$ cat src/ssp_cfg.svh
// Purpose: Constants for the serial sensor poller
// Assumes: Byte addresses on a 32-bit Avalon-MM slave
// Notes:   Times are clock cycles of clk_i unless named otherwise
`ifndef SSP_CFG_SVH
`define SSP_CFG_SVH

// ---------------------------------------------------------------------
// Clock and line rates
// ---------------------------------------------------------------------
`define SSP_CLK_HZ      250000000
`define SSP_BAUD_0      300
`define SSP_BAUD_1      600
`define SSP_BAUD_2      1200
`define SSP_BAUD_3      2400
`define SSP_BAUD_4      4800
`define SSP_BAUD_5      9600
`define SSP_BAUD_6      19200
`define SSP_BAUD_7      38400
`define SSP_BAUD_8      57600
`define SSP_BAUD_9      115200

// ---------------------------------------------------------------------
// Register byte offsets
// ---------------------------------------------------------------------
`define SSP_ADDR_W      7
`define SSP_OFS_CTRL    7'h00
`define SSP_OFS_TMO     7'h04
`define SSP_OFS_CYCLE   7'h08
`define SSP_OFS_LEN     7'h0c
`define SSP_OFS_STAT    7'h10
`define SSP_OFS_MASK    7'h14
`define SSP_OFS_VALUE   7'h18
`define SSP_OFS_CHAN    7'h1c
`define SSP_SEL_REQ     2'h1
`define SSP_SEL_SP      2'h2
`define SSP_BUF_DEPTH   8

// ---------------------------------------------------------------------
// Control fields
// ---------------------------------------------------------------------
`define SSP_CTRL_EN     0
`define SSP_CTRL_BAUD   4:1
`define SSP_CTRL_STOP2  5
`define SSP_CTRL_PAR    7:6
`define SSP_CTRL_SEVEN  8
`define SSP_CTRL_RETRY  9
`define SSP_CTRL_HOLD   12:10
`define SSP_CTRL_RST    13'h00a
`define SSP_PAR_ODD     2'h1
`define SSP_PAR_EVEN    2'h2
`define SSP_HOLD_OFF    3'h0
`define SSP_HOLD_MAX    3'h5

// ---------------------------------------------------------------------
// Length fields, status bits
// ---------------------------------------------------------------------
`define SSP_LEN_REQ     3:0
`define SSP_LEN_ANS     11:8
`define SSP_LEN_SP      19:16
`define SSP_ST_ERR      0
`define SSP_ST_DONE     1
`define SSP_ST_RETRY    2
`define SSP_ST_CHAR     3
`define SSP_ST_W        4

`endif

$ cat src/ssp_pkg.sv
// Purpose: Types shared by the serial sensor poller files
// Assumes: Constants come from ssp_cfg.svh
// Notes:   Nothing here is imported; use ssp_pkg::name
package ssp_pkg;

  // -------------------------------------------------------------------
  // Character framing
  // -------------------------------------------------------------------
  typedef struct packed {
    logic seven;
    logic par_en;
    logic par_odd;
    logic two_stop;
  } ssp_frame_t;

  // -------------------------------------------------------------------
  // State machines
  // -------------------------------------------------------------------
  typedef enum logic [1:0] {
    SSP_IDLE,
    SSP_REQ,
    SSP_WAIT,
    SSP_SETP
  } ssp_seq_t;

  typedef enum logic [2:0] {
    SSP_RX_IDLE,
    SSP_RX_START,
    SSP_RX_DATA,
    SSP_RX_PAR,
    SSP_RX_STOP
  } ssp_rx_t;

endpackage : ssp_pkg

$ cat src/ssp_tx.sv
// Purpose: One-character serial transmitter
// Assumes: start_i only while busy_o is low
// Notes:   Frame is built whole at start and shifted out LSB first
`timescale 1ns/1ps
module ssp_tx #(
  parameter int DIV_W = 20
) (
  input  wire logic               clk_i,
  input  wire logic               rst_b_i,
  input  wire logic [DIV_W-1:0]   div_i,
  input  wire ssp_pkg::ssp_frame_t frame_i,
  input  wire logic               start_i,
  input  wire logic [7:0]         data_i,
  output logic                    busy_o,
  output logic                    txd_o
);

  logic [11:0]      sh_q;
  logic [3:0]       left_q;
  logic [DIV_W-1:0] cnt_q;
  logic [7:0]       dat;
  logic             par;
  logic [3:0]       nbits;

  always_comb begin
    dat   = frame_i.seven ? {1'b0, data_i[6:0]} : data_i;
    par   = (^dat) ^ frame_i.par_odd;
    nbits = 4'd1 + (frame_i.seven ? 4'd7 : 4'd8)
          + {3'd0, frame_i.par_en} + (frame_i.two_stop ? 4'd2 : 4'd1);
  end

  // -------------------------------------------------------------------
  // Shifter
  // -------------------------------------------------------------------
  always_ff @(posedge clk_i) begin
    if (!rst_b_i) begin
      sh_q   <= 12'hfff;
      left_q <= 4'h0;
      cnt_q  <= '0;
      busy_o <= 1'b0;
      txd_o  <= 1'b1;
    end else if (start_i && !busy_o) begin
      // Start low, data LSB first, parity, stops high
      if (frame_i.seven) begin
        sh_q <= frame_i.par_en ? {3'b111, par, dat[6:0], 1'b0}
                               : {4'b1111, dat[6:0], 1'b0};
      end else begin
        sh_q <= frame_i.par_en ? {2'b11, par, dat, 1'b0}
                               : {3'b111, dat, 1'b0};
      end
      left_q <= nbits;
      cnt_q  <= div_i;
      busy_o <= 1'b1;
      txd_o  <= 1'b1;
    end else if (busy_o) begin
      txd_o <= sh_q[0];
      if (cnt_q == div_i) begin
        cnt_q <= '0;
        if (left_q == 4'h0) begin
          busy_o <= 1'b0;
          txd_o  <= 1'b1;
        end else begin
          txd_o  <= sh_q[0];
          sh_q   <= {1'b1, sh_q[11:1]};
          left_q <= left_q - 4'h1;
        end
      end else begin
        cnt_q <= cnt_q + 1'b1;
        txd_o <= txd_o;
      end
    end
  end

endmodule : ssp_tx

$ cat src/ssp_top.sv
// Purpose: Serial sensor poller with Avalon-MM register access
// Assumes: rxd_i is synchronous to clk_i
// Notes:   Overview of the polling flow below
//
// Overview of operation
// Ten selectable line rates, 300 to 115200
// One or two stop bits
// Parity none, odd or even, generated and checked
// Seven or eight data bits
// Send request sequence at each measurement instant
// Sensor answers fully within frame timeout
// Missing answer at timeout is communication error
// Retry resends request once, restarts timeout
// With retry, error only if both fail
// Error puts open-loop value on channel
// Setpoint record sent after every exchange
// Hold count keeps last value N cycles
// Hold on keeps last value until valid
// Timeout, doubled with retry, below cycle
// Zero timeout disables timeout supervision
// Port off: no traffic, no errors
// Start low, data LSB first, parity, stops
//
// Design decisions made here: the register addresses and the Avalon-MM register port.
`timescale 1ns/1ps
`include "ssp_cfg.svh"
module ssp_top #(
  parameter int DIV_W = 20
) (
  input  wire logic                   clk_i,
  input  wire logic                   rst_b_i,
  input  wire logic [`SSP_ADDR_W-1:0] avs_address_i,
  input  wire logic                   avs_read_i,
  input  wire logic                   avs_write_i,
  input  wire logic [31:0]            avs_writedata_i,
  output logic      [31:0]            avs_readdata_o,
  output logic                        avs_waitrequest_o,
  input  wire logic                   rxd_i,
  output logic                        txd_o,
  output logic      [31:0]            chan_value_o,
  output logic                        chan_open_loop_o,
  output logic                        irq_o
);

  if (DIV_W < 20 || DIV_W > 32) begin : g_div_chk
    $error("ssp_top: DIV_W must be 20 to 32");
  end

  // -------------------------------------------------------------------
  // Registers
  // -------------------------------------------------------------------
  logic [12:0]             ctrl_q;
  logic [31:0]             tmo_q;
  logic [31:0]             cycle_q;
  logic [19:0]             len_q;
  logic [`SSP_ST_W-1:0]    stat_q;
  logic [`SSP_ST_W-1:0]    mask_q;
  logic [`SSP_ST_W-1:0]    stat_set;
  logic [7:0]              req_mem [`SSP_BUF_DEPTH];
  logic [7:0]              sp_mem  [`SSP_BUF_DEPTH];
  logic                    wr_hit;
  logic                    rd_hit;
  logic [`SSP_ADDR_W-1:0]  a;
  logic                    en;
  ssp_pkg::ssp_frame_t     frame;
  logic [DIV_W-1:0]        div_q;
  ssp_pkg::ssp_seq_t       seq_q;

  assign a      = avs_address_i;
  assign wr_hit = avs_write_i && !avs_waitrequest_o;
  assign rd_hit = avs_read_i && avs_waitrequest_o;
  assign en     = ctrl_q[`SSP_CTRL_EN];

  always_comb begin
    frame.seven    = ctrl_q[`SSP_CTRL_SEVEN];
    frame.par_en   = ctrl_q[`SSP_CTRL_PAR] == `SSP_PAR_ODD
                  || ctrl_q[`SSP_CTRL_PAR] == `SSP_PAR_EVEN;
    frame.par_odd  = ctrl_q[`SSP_CTRL_PAR] == `SSP_PAR_ODD;
    frame.two_stop = ctrl_q[`SSP_CTRL_STOP2];
  end

  // Divisor from baud select; unknown selects fall back to the slowest
  function automatic logic [DIV_W-1:0] baud_div(input logic [3:0] sel);
    int baud;
    baud = `SSP_BAUD_0;
    case (sel)
      4'h1:    baud = `SSP_BAUD_1;
      4'h2:    baud = `SSP_BAUD_2;
      4'h3:    baud = `SSP_BAUD_3;
      4'h4:    baud = `SSP_BAUD_4;
      4'h5:    baud = `SSP_BAUD_5;
      4'h6:    baud = `SSP_BAUD_6;
      4'h7:    baud = `SSP_BAUD_7;
      4'h8:    baud = `SSP_BAUD_8;
      4'h9:    baud = `SSP_BAUD_9;
      default: baud = `SSP_BAUD_0;
    endcase
    return DIV_W'(`SSP_CLK_HZ / baud - 1);
  endfunction : baud_div

  always_ff @(posedge clk_i) begin
    if (!rst_b_i) begin
      div_q <= '0;
    end else begin
      div_q <= baud_div(ctrl_q[`SSP_CTRL_BAUD]);
    end
  end

  // -------------------------------------------------------------------
  // Avalon-MM slave: one wait cycle, then answer
  // -------------------------------------------------------------------
  always_ff @(posedge clk_i) begin
    if (!rst_b_i) begin
      avs_waitrequest_o <= 1'b1;
    end else begin
      avs_waitrequest_o <= !((avs_read_i || avs_write_i)
                             && avs_waitrequest_o);
    end
  end

  always_ff @(posedge clk_i) begin
    if (!rst_b_i) begin
      avs_readdata_o <= 32'h0;
    end else if (rd_hit) begin
      if (a == `SSP_OFS_CTRL) begin
        avs_readdata_o <= {19'h0, ctrl_q};
      end else if (a == `SSP_OFS_TMO) begin
        avs_readdata_o <= tmo_q;
      end else if (a == `SSP_OFS_CYCLE) begin
        avs_readdata_o <= cycle_q;
      end else if (a == `SSP_OFS_LEN) begin
        avs_readdata_o <= {12'h0, len_q};
      end else if (a == `SSP_OFS_STAT) begin
        avs_readdata_o <= {28'h0, stat_q};
      end else if (a == `SSP_OFS_MASK) begin
        avs_readdata_o <= {28'h0, mask_q};
      end else if (a == `SSP_OFS_VALUE) begin
        avs_readdata_o <= chan_value_o;
      end else if (a == `SSP_OFS_CHAN) begin
        avs_readdata_o <= {30'h0, seq_q != ssp_pkg::SSP_IDLE,
                           chan_open_loop_o};
      end else if (a[6:5] == `SSP_SEL_REQ) begin
        avs_readdata_o <= {24'h0, req_mem[a[4:2]]};
      end else if (a[6:5] == `SSP_SEL_SP) begin
        avs_readdata_o <= {24'h0, sp_mem[a[4:2]]};
      end else begin
        avs_readdata_o <= 32'h0;
      end
    end
  end

  always_ff @(posedge clk_i) begin
    if (!rst_b_i) begin
      ctrl_q  <= `SSP_CTRL_RST;
      tmo_q   <= 32'h0;
      cycle_q <= 32'h0;
      len_q   <= 20'h0;
      mask_q  <= '0;
    end else if (wr_hit) begin
      if (a == `SSP_OFS_CTRL) begin
        ctrl_q <= avs_writedata_i[12:0];
      end else if (a == `SSP_OFS_TMO) begin
        tmo_q <= avs_writedata_i;       // Keep below cycle, halved w/ retry
      end else if (a == `SSP_OFS_CYCLE) begin
        cycle_q <= avs_writedata_i;
      end else if (a == `SSP_OFS_LEN) begin
        len_q <= avs_writedata_i[19:0];
      end else if (a == `SSP_OFS_MASK) begin
        mask_q <= avs_writedata_i[`SSP_ST_W-1:0];
      end
    end
  end

  // Buffers have no reset; software loads them before enabling
  always_ff @(posedge clk_i) begin
    if (wr_hit && a[6:5] == `SSP_SEL_REQ) begin
      req_mem[a[4:2]] <= avs_writedata_i[7:0];
    end
    if (wr_hit && a[6:5] == `SSP_SEL_SP) begin
      sp_mem[a[4:2]] <= avs_writedata_i[7:0];
    end
  end

  // Set wins over a simultaneous write-one clear
  always_ff @(posedge clk_i) begin
    if (!rst_b_i) begin
      stat_q <= '0;
      irq_o  <= 1'b0;
    end else begin
      stat_q <= (stat_q & ~((wr_hit && a == `SSP_OFS_STAT)
                ? avs_writedata_i[`SSP_ST_W-1:0] : '0)) | stat_set;
      irq_o  <= |(stat_q & mask_q);
    end
  end

  // -------------------------------------------------------------------
  // Measurement timer
  // -------------------------------------------------------------------
  logic [31:0] cyc_cnt_q;
  logic        meas_q;

  always_ff @(posedge clk_i) begin
    if (!rst_b_i || !en || cycle_q == 32'h0) begin
      cyc_cnt_q <= 32'h0;
      meas_q    <= 1'b0;
    end else if (cyc_cnt_q >= cycle_q - 32'h1) begin
      cyc_cnt_q <= 32'h0;
      meas_q    <= 1'b1;
    end else begin
      cyc_cnt_q <= cyc_cnt_q + 32'h1;
      meas_q    <= 1'b0;
    end
  end

  // -------------------------------------------------------------------
  // Receiver, live only while an answer is awaited
  // -------------------------------------------------------------------
  ssp_pkg::ssp_rx_t rx_q;
  logic [DIV_W-1:0] rx_cnt_q;
  logic [3:0]       rx_bit_q;
  logic [7:0]       rx_sh_q;
  logic             rx_par_q;
  logic             rx_byte_q;
  logic             rx_bad_q;
  logic             rx_tick;
  logic             rx_on;

  assign rx_tick = rx_cnt_q == div_q;
  assign rx_on   = en && seq_q == ssp_pkg::SSP_WAIT;

  always_ff @(posedge clk_i) begin
    if (!rst_b_i || !rx_on) begin
      rx_q      <= ssp_pkg::SSP_RX_IDLE;
      rx_cnt_q  <= '0;
      rx_bit_q  <= 4'h0;
      rx_sh_q   <= 8'h0;
      rx_par_q  <= 1'b0;
      rx_byte_q <= 1'b0;
      rx_bad_q  <= 1'b0;
    end else begin
      rx_byte_q <= 1'b0;
      rx_bad_q  <= 1'b0;
      rx_cnt_q  <= rx_tick ? '0 : rx_cnt_q + 1'b1;
      case (rx_q)
        ssp_pkg::SSP_RX_IDLE: begin
          rx_cnt_q <= {1'b0, div_q[DIV_W-1:1]};   // Half bit to centre
          if (!rxd_i) begin
            rx_q <= ssp_pkg::SSP_RX_START;
          end
        end
        ssp_pkg::SSP_RX_START: begin
          if (rx_tick) begin
            rx_q     <= rxd_i ? ssp_pkg::SSP_RX_IDLE
                              : ssp_pkg::SSP_RX_DATA;
            rx_bit_q <= 4'h0;
            rx_par_q <= frame.par_odd;
          end
        end
        ssp_pkg::SSP_RX_DATA: begin
          if (rx_tick) begin
            rx_sh_q  <= {rxd_i, rx_sh_q[7:1]};
            rx_par_q <= rx_par_q ^ rxd_i;
            rx_bit_q <= rx_bit_q + 4'h1;
            if (rx_bit_q == (frame.seven ? 4'h6 : 4'h7)) begin
              rx_q <= frame.par_en ? ssp_pkg::SSP_RX_PAR
                                   : ssp_pkg::SSP_RX_STOP;
            end
          end
        end
        ssp_pkg::SSP_RX_PAR: begin
          if (rx_tick) begin
            rx_par_q <= rx_par_q ^ rxd_i;
            rx_q     <= ssp_pkg::SSP_RX_STOP;
          end
        end
        default: begin
          // Only the first stop bit is checked; a second one is idle
          if (rx_tick) begin
            if (frame.seven) begin
              rx_sh_q <= {1'b0, rx_sh_q[7:1]};
            end
            rx_byte_q <= 1'b1;
            rx_bad_q  <= !rxd_i || (frame.par_en && rx_par_q);
            rx_q      <= ssp_pkg::SSP_RX_IDLE;
          end
        end
      endcase
    end
  end

  // -------------------------------------------------------------------
  // Poll sequencer
  // -------------------------------------------------------------------
  logic [3:0]  idx_q;
  logic [3:0]  ans_cnt_q;
  logic [31:0] ans_q;
  logic [31:0] tmo_cnt_q;
  logic        retried_q;
  logic        tx_start_q;
  logic [7:0]  tx_data_q;
  logic        tx_busy;
  logic        tx_ready;
  logic        ok_q;
  logic        fail_q;
  logic        tmo_hit;

  assign tx_ready = !tx_busy && !tx_start_q;
  assign tmo_hit  = tmo_q != 32'h0 && tmo_cnt_q >= tmo_q;

  always_ff @(posedge clk_i) begin
    if (!rst_b_i || !en) begin
      seq_q      <= ssp_pkg::SSP_IDLE;
      idx_q      <= 4'h0;
      ans_cnt_q  <= 4'h0;
      ans_q      <= 32'h0;
      tmo_cnt_q  <= 32'h0;
      retried_q  <= 1'b0;
      tx_start_q <= 1'b0;
      tx_data_q  <= 8'h0;
      ok_q       <= 1'b0;
      fail_q     <= 1'b0;
      stat_set   <= '0;
    end else begin
      tx_start_q <= 1'b0;
      ok_q       <= 1'b0;
      fail_q     <= 1'b0;
      stat_set   <= '0;
      stat_set[`SSP_ST_CHAR] <= rx_byte_q && rx_bad_q;
      case (seq_q)
        ssp_pkg::SSP_IDLE: begin
          if (meas_q) begin
            seq_q     <= ssp_pkg::SSP_REQ;
            idx_q     <= 4'h0;
            retried_q <= 1'b0;
          end
        end
        ssp_pkg::SSP_REQ: begin
          if (tx_ready && idx_q == len_q[`SSP_LEN_REQ]) begin
            seq_q     <= ssp_pkg::SSP_WAIT;
            tmo_cnt_q <= 32'h0;
            ans_cnt_q <= 4'h0;
          end else if (tx_ready) begin
            tx_start_q <= 1'b1;
            tx_data_q  <= req_mem[idx_q[2:0]];
            idx_q      <= idx_q + 4'h1;
          end
        end
        ssp_pkg::SSP_WAIT: begin
          tmo_cnt_q <= tmo_cnt_q + 32'h1;
          if (rx_byte_q) begin
            ans_q     <= {ans_q[23:0], rx_sh_q};
            ans_cnt_q <= ans_cnt_q + 4'h1;
          end
          if (ans_cnt_q == len_q[`SSP_LEN_ANS]) begin
            ok_q  <= 1'b1;
            seq_q <= ssp_pkg::SSP_SETP;
            idx_q <= 4'h0;
          end else if (tmo_hit && ctrl_q[`SSP_CTRL_RETRY]
                       && !retried_q) begin
            retried_q <= 1'b1;
            stat_set[`SSP_ST_RETRY] <= 1'b1;
            seq_q     <= ssp_pkg::SSP_REQ;
            idx_q     <= 4'h0;
          end else if (tmo_hit) begin
            fail_q  <= 1'b1;
            stat_set[`SSP_ST_ERR] <= 1'b1;
            seq_q   <= ssp_pkg::SSP_SETP;
            idx_q   <= 4'h0;
          end else if (meas_q && tmo_q == 32'h0) begin
            // No supervision: give up quietly at the next instant
            seq_q <= ssp_pkg::SSP_SETP;
            idx_q <= 4'h0;
          end
        end
        default: begin
          if (tx_ready && idx_q == len_q[`SSP_LEN_SP]) begin
            seq_q <= ssp_pkg::SSP_IDLE;
            stat_set[`SSP_ST_DONE] <= 1'b1;
          end else if (tx_ready) begin
            tx_start_q <= 1'b1;
            tx_data_q  <= sp_mem[idx_q[2:0]];
            idx_q      <= idx_q + 4'h1;
          end
        end
      endcase
    end
  end

  // -------------------------------------------------------------------
  // Channel value with hold
  // -------------------------------------------------------------------
  logic [2:0] held_q;
  logic [2:0] hold;

  assign hold = ctrl_q[`SSP_CTRL_HOLD];

  always_ff @(posedge clk_i) begin
    if (!rst_b_i) begin
      chan_value_o     <= 32'h0;
      chan_open_loop_o <= 1'b0;
      held_q           <= 3'h0;
    end else if (ok_q) begin
      chan_value_o     <= ans_q;
      chan_open_loop_o <= 1'b0;
      held_q           <= 3'h0;
    end else if (fail_q) begin
      if (hold == `SSP_HOLD_OFF) begin
        chan_open_loop_o <= 1'b1;
      end else if (hold <= `SSP_HOLD_MAX) begin
        if (held_q >= hold) begin
          chan_open_loop_o <= 1'b1;
        end else begin
          held_q <= held_q + 3'h1;
        end
      end else begin
        chan_open_loop_o <= chan_open_loop_o;
      end
    end
  end

  ssp_tx #(
    .DIV_W (DIV_W)
  ) u_tx (
    .clk_i   (clk_i),
    .rst_b_i (rst_b_i && en),
    .div_i   (div_q),
    .frame_i (frame),
    .start_i (tx_start_q),
    .data_i  (tx_data_q),
    .busy_o  (tx_busy),
    .txd_o   (txd_o)
  );

endmodule : ssp_top

$ cat config.mk
export PLATFORM = sky130hd
export DESIGN_NAME = ssp_top
export DESIGN_NICKNAME = d
export VERILOG_FILES = /design/src/ssp_pkg.sv /design/src/ssp_tx.sv /design/src/ssp_top.sv
export VERILOG_INCLUDE_DIRS = /design/src
export SDC_FILE = /design/constraint.sdc
export NUM_CORES = 2
export LEC_CHECK = 0
export ABC_AREA = 1
export BUFFER_PORTS_ARGS = -buffer_cell sky130_fd_sc_hd__buf_2
export CAP_MARGIN = 25
export CELL_PAD_IN_SITES_DETAIL_PLACEMENT = 2
export CELL_PAD_IN_SITES_GLOBAL_PLACEMENT = 2
export CORE_MARGIN = 5
export CORE_UTILIZATION = 33
export DETAILED_ROUTE_END_ITERATION = 8
export PLACE_DENSITY = 0.79
export REMOVE_ABC_BUFFERS = 1
export SLEW_MARGIN = 20
export SYNTH_ARGS = -nofsm -noshare
export SYNTH_HDL_FRONTEND = slang
export SYNTH_SLANG_ARGS = --single-unit
$ cat constraint.sdc
create_clock -name clk_i -period 63 [get_ports clk_i]
set_input_delay 3.15 -clock clk_i [delete_from_list [all_inputs] [get_ports clk_i]]
set_output_delay 3.15 -clock clk_i [all_outputs]
set_load 0.05 [all_outputs]
==> summary.md <==
| Metric | Value |
|---|---|
| Slew margin rel. | 25.6% |
| Largest cells by area after synthesis | dfxtp_1 (17%), nand2_1 (11%), ha_1 (10%) |
| Period utilization | 92.8% |
| Core Area | 0.146 mm^2 |
| Maxcap violations | 0 |
| Die footprint | 0.154 mm^2 |
| CP most frequent cell | nand2_1 |
| Commonest cells in the netlist | nand2_1 (1450), inv_1 (854), nor2_1 (597) |
| Final setup violation count | 0 |
| Inserted Clock Buffers | 67 |
| Final Max Slew Viols | 0 |
| Gr usage total | 25.6% |
| Critical path arrival | 58990 ps |
| CP max stage delay | 470 ps |
| Slowest stage cell on the critical path | or4_1 |
| Async SR Flop Fraction | 0% |
| Max clock buf depth | 3 |
| Antenna violations before repair | 1 |
| DR pass1 iterations | 5 |
| Top FF cell, synth | dfxtp_1 |
| CP Launch Type | register |
| Status | finished, final reports clean |
| Actual slew at the worst max-slew pin | 1110 ps |
| Syn. warnings | 0 |
| Most common cell in the netlist | nand2_1 |
| CTS Sinks | 537 |
| Netlist cell types | 84 |
| Layout cell share with drive strength beyond 1 | 11.0% |
| Horiz. Die Dim | 393 um |
| Vias in the first global route | 55300 |
| Worst setup EP type | register |
| DPL Wire Length | 156 mm |
| Syn avg cell area | 6.76 um^2 |
| Chip Height | 393 um |
| Number of fill cells | 17400 |
| H-tree levels | 3 |
| CP required | 63520 ps |
| Post-layout minimum cycle time | 58460 ps |
| Area Overhead vs Synth | 12.5% |
| Number of I/O port buffers | 111 |
| DR vias | 51200 |
| Clock Pin Slew Worst Setup and Hold Paths | 60 ps |
| Finished Core Util | 37.3% |
| Post-Route Skew | 22.2 ps |
| Critical path class | register to register |
| Min-Delay Path Class | register to register |
| Grt ovf | 0 |
| DRC | 0 |
| Max Fclk | 0.0171 GHz |
| Initial Util | 33.2% |
| Number of synthesized flops with an enable pin | 128 |
| Core Rows | 140 |
| Synthesized cell area | 0.0483 mm^2 |
| Routed WL | 208 mm |
| WL/cell | 22.5 um |
| Sequential area share after synthesis | 24.9% |
| Initial DRC Count | 2449 |
| Detail Route Antenna Nets | 0 |
| Top-area cell type share of the netlist area | 16.9% |
| CTS tree | done |
| Largest net degree at the start of global routing | 110 |
| Clock insertion delay at the later pin of the skew report | 660 ps |
| Root Driver | clkbuf_16 |
| CP max FO | 27 |
| Post-synth top area cell | dfxtp_1 |
| IO Pins | 112 |
| Final net count | 7724 |
| Placer Congestion | 0.888 |
| Post-Syn Instances | 7148 |
| Vias/cell | 5.53 |
| Hold Vio Cnt, Final | 0 |
| First-pass GRT wire length | 317 mm |
| Seq cells post-synth | 537 |
[critical path, delay by kind of cell, from the launching register on]
kind                     cells  cell delay, ps
AO/OA/AOI/OAI              111           17360
XOR/XNOR                     3             540
adder cells (fa/ha/maj)     30            9890
buffers and inverters       55            5890
flip-flops                   1             370
multiplexers                 1             310
AND/OR/NAND/NOR            210           23840
[cells by family after synthesis]
kind of cell,count (synthesis),synth area share [%]
buf+inv,1137,9.50
xor+xnor,368,6.67
fa+ha+maj,400,10.4
mux,33,0.686
flops,537,24.9
simple gates,3019,28.4
compound gates,1654,19.5
[what timing repair did]
action	CTS	global route
hold buffers	0	0
gates resized for setup	23	159
cloned	2	8
setup endpoints to repair	18	18
hold endpoints to repair	0	0
setup buffers	3	59
pin swaps	1	36
[stage by stage]
stage	std cells	setup slack, ps	instance area (um^2)	TNS, ps	hold WS (ps)
6_report	9249	4540	54300	0	467
5_1_grt	9248	-842	54300	-4080	490
4_1_cts	9180	70.5	53300	0	468
3_5_place_dp	9055	-2400	50900	-21230	455
3_3_place_gp	9054	957	50900	0	444
2_1_floorplan	6929	5900	47200	0	402
[layout make-up]
type / instances / area, um^2 / share of cell area [%]
well taps: 1917 / 2400 / 4.41
repair buffers: 273 / 1870 / 3.44
clock inverters: 25 / 288 / 0.530
inverters: 918 / 3520 / 6.49
repair inverters: 3 / 21.3 / 0.0391
multi-input cells: 5480 / 32200 / 59.4
diodes: 1 / 2.50 / 0.00461
flip-flops and latches: 537 / 12000 / 22.2
clock buffers: 95 / 1940 / 3.58
[registers in the layout, summed over array words and instances (netlist names), 13 cells and up, named ones only]
signal	flops
ans_q	32
avs_readdata_o	32
chan_value_o	32
ctrl_q	13
cyc_cnt_q	32
cycle_q	32
div_q	20
len_q	20
req_mem	64
rx_cnt_q	20
sp_mem	64
tmo_cnt_q	32
tmo_q	32
u_tx.cnt_q	20
[metal layers]
metal  GRT usage (%)  vias up  wire length (um)
met5               0        -                 0
met4            8.22        0              6510
met3            2.02      262              5830
met2            47.2      790            104000
met1            31.6    25700             91400
li1                -    24400                 -
[worst paths after layout]
kind	start	to	slack [ps]	depth (start not counted)
worst max-delay path	register	div_q[16]	4540	410
worst min-delay path	avs_readdata_o[31]	avs_readdata_o[31]	470	2
worst max register to register	register	div_q[16]	4540	410
worst min register to register	avs_readdata_o[31]	avs_readdata_o[31]	470	2
[layout by cell type (no fill, tap or decap), types with 36 or more instances in the layout]
cell type,synthesis,routed
nor2_1,597,585
o221ai_1,44,43
o21ai_1,46,79
or2_2,45,45
ha_1,399,390
edfxtp_1,128,128
a21oi_1,595,575
nand2_2,83,84
inv_1,854,848
nor3_1,113,106
nand2_1,1450,1442
clkbuf_16,0,70
buf_4,4,152
xnor2_1,128,128
dfxtp_1,409,407
o21ai_0,587,541
a211oi_1,46,46
a31oi_1,52,51
xor2_1,240,240
nand3_1,399,398
nand3_2,41,43
nand4_1,128,128
nand2_4,30,36
o211ai_1,41,41
o22ai_1,53,53
buf_2,9,112
Power is not shown: default switching activity piles up to over one toggle a cycle in this logic, so the estimate is an artifact.
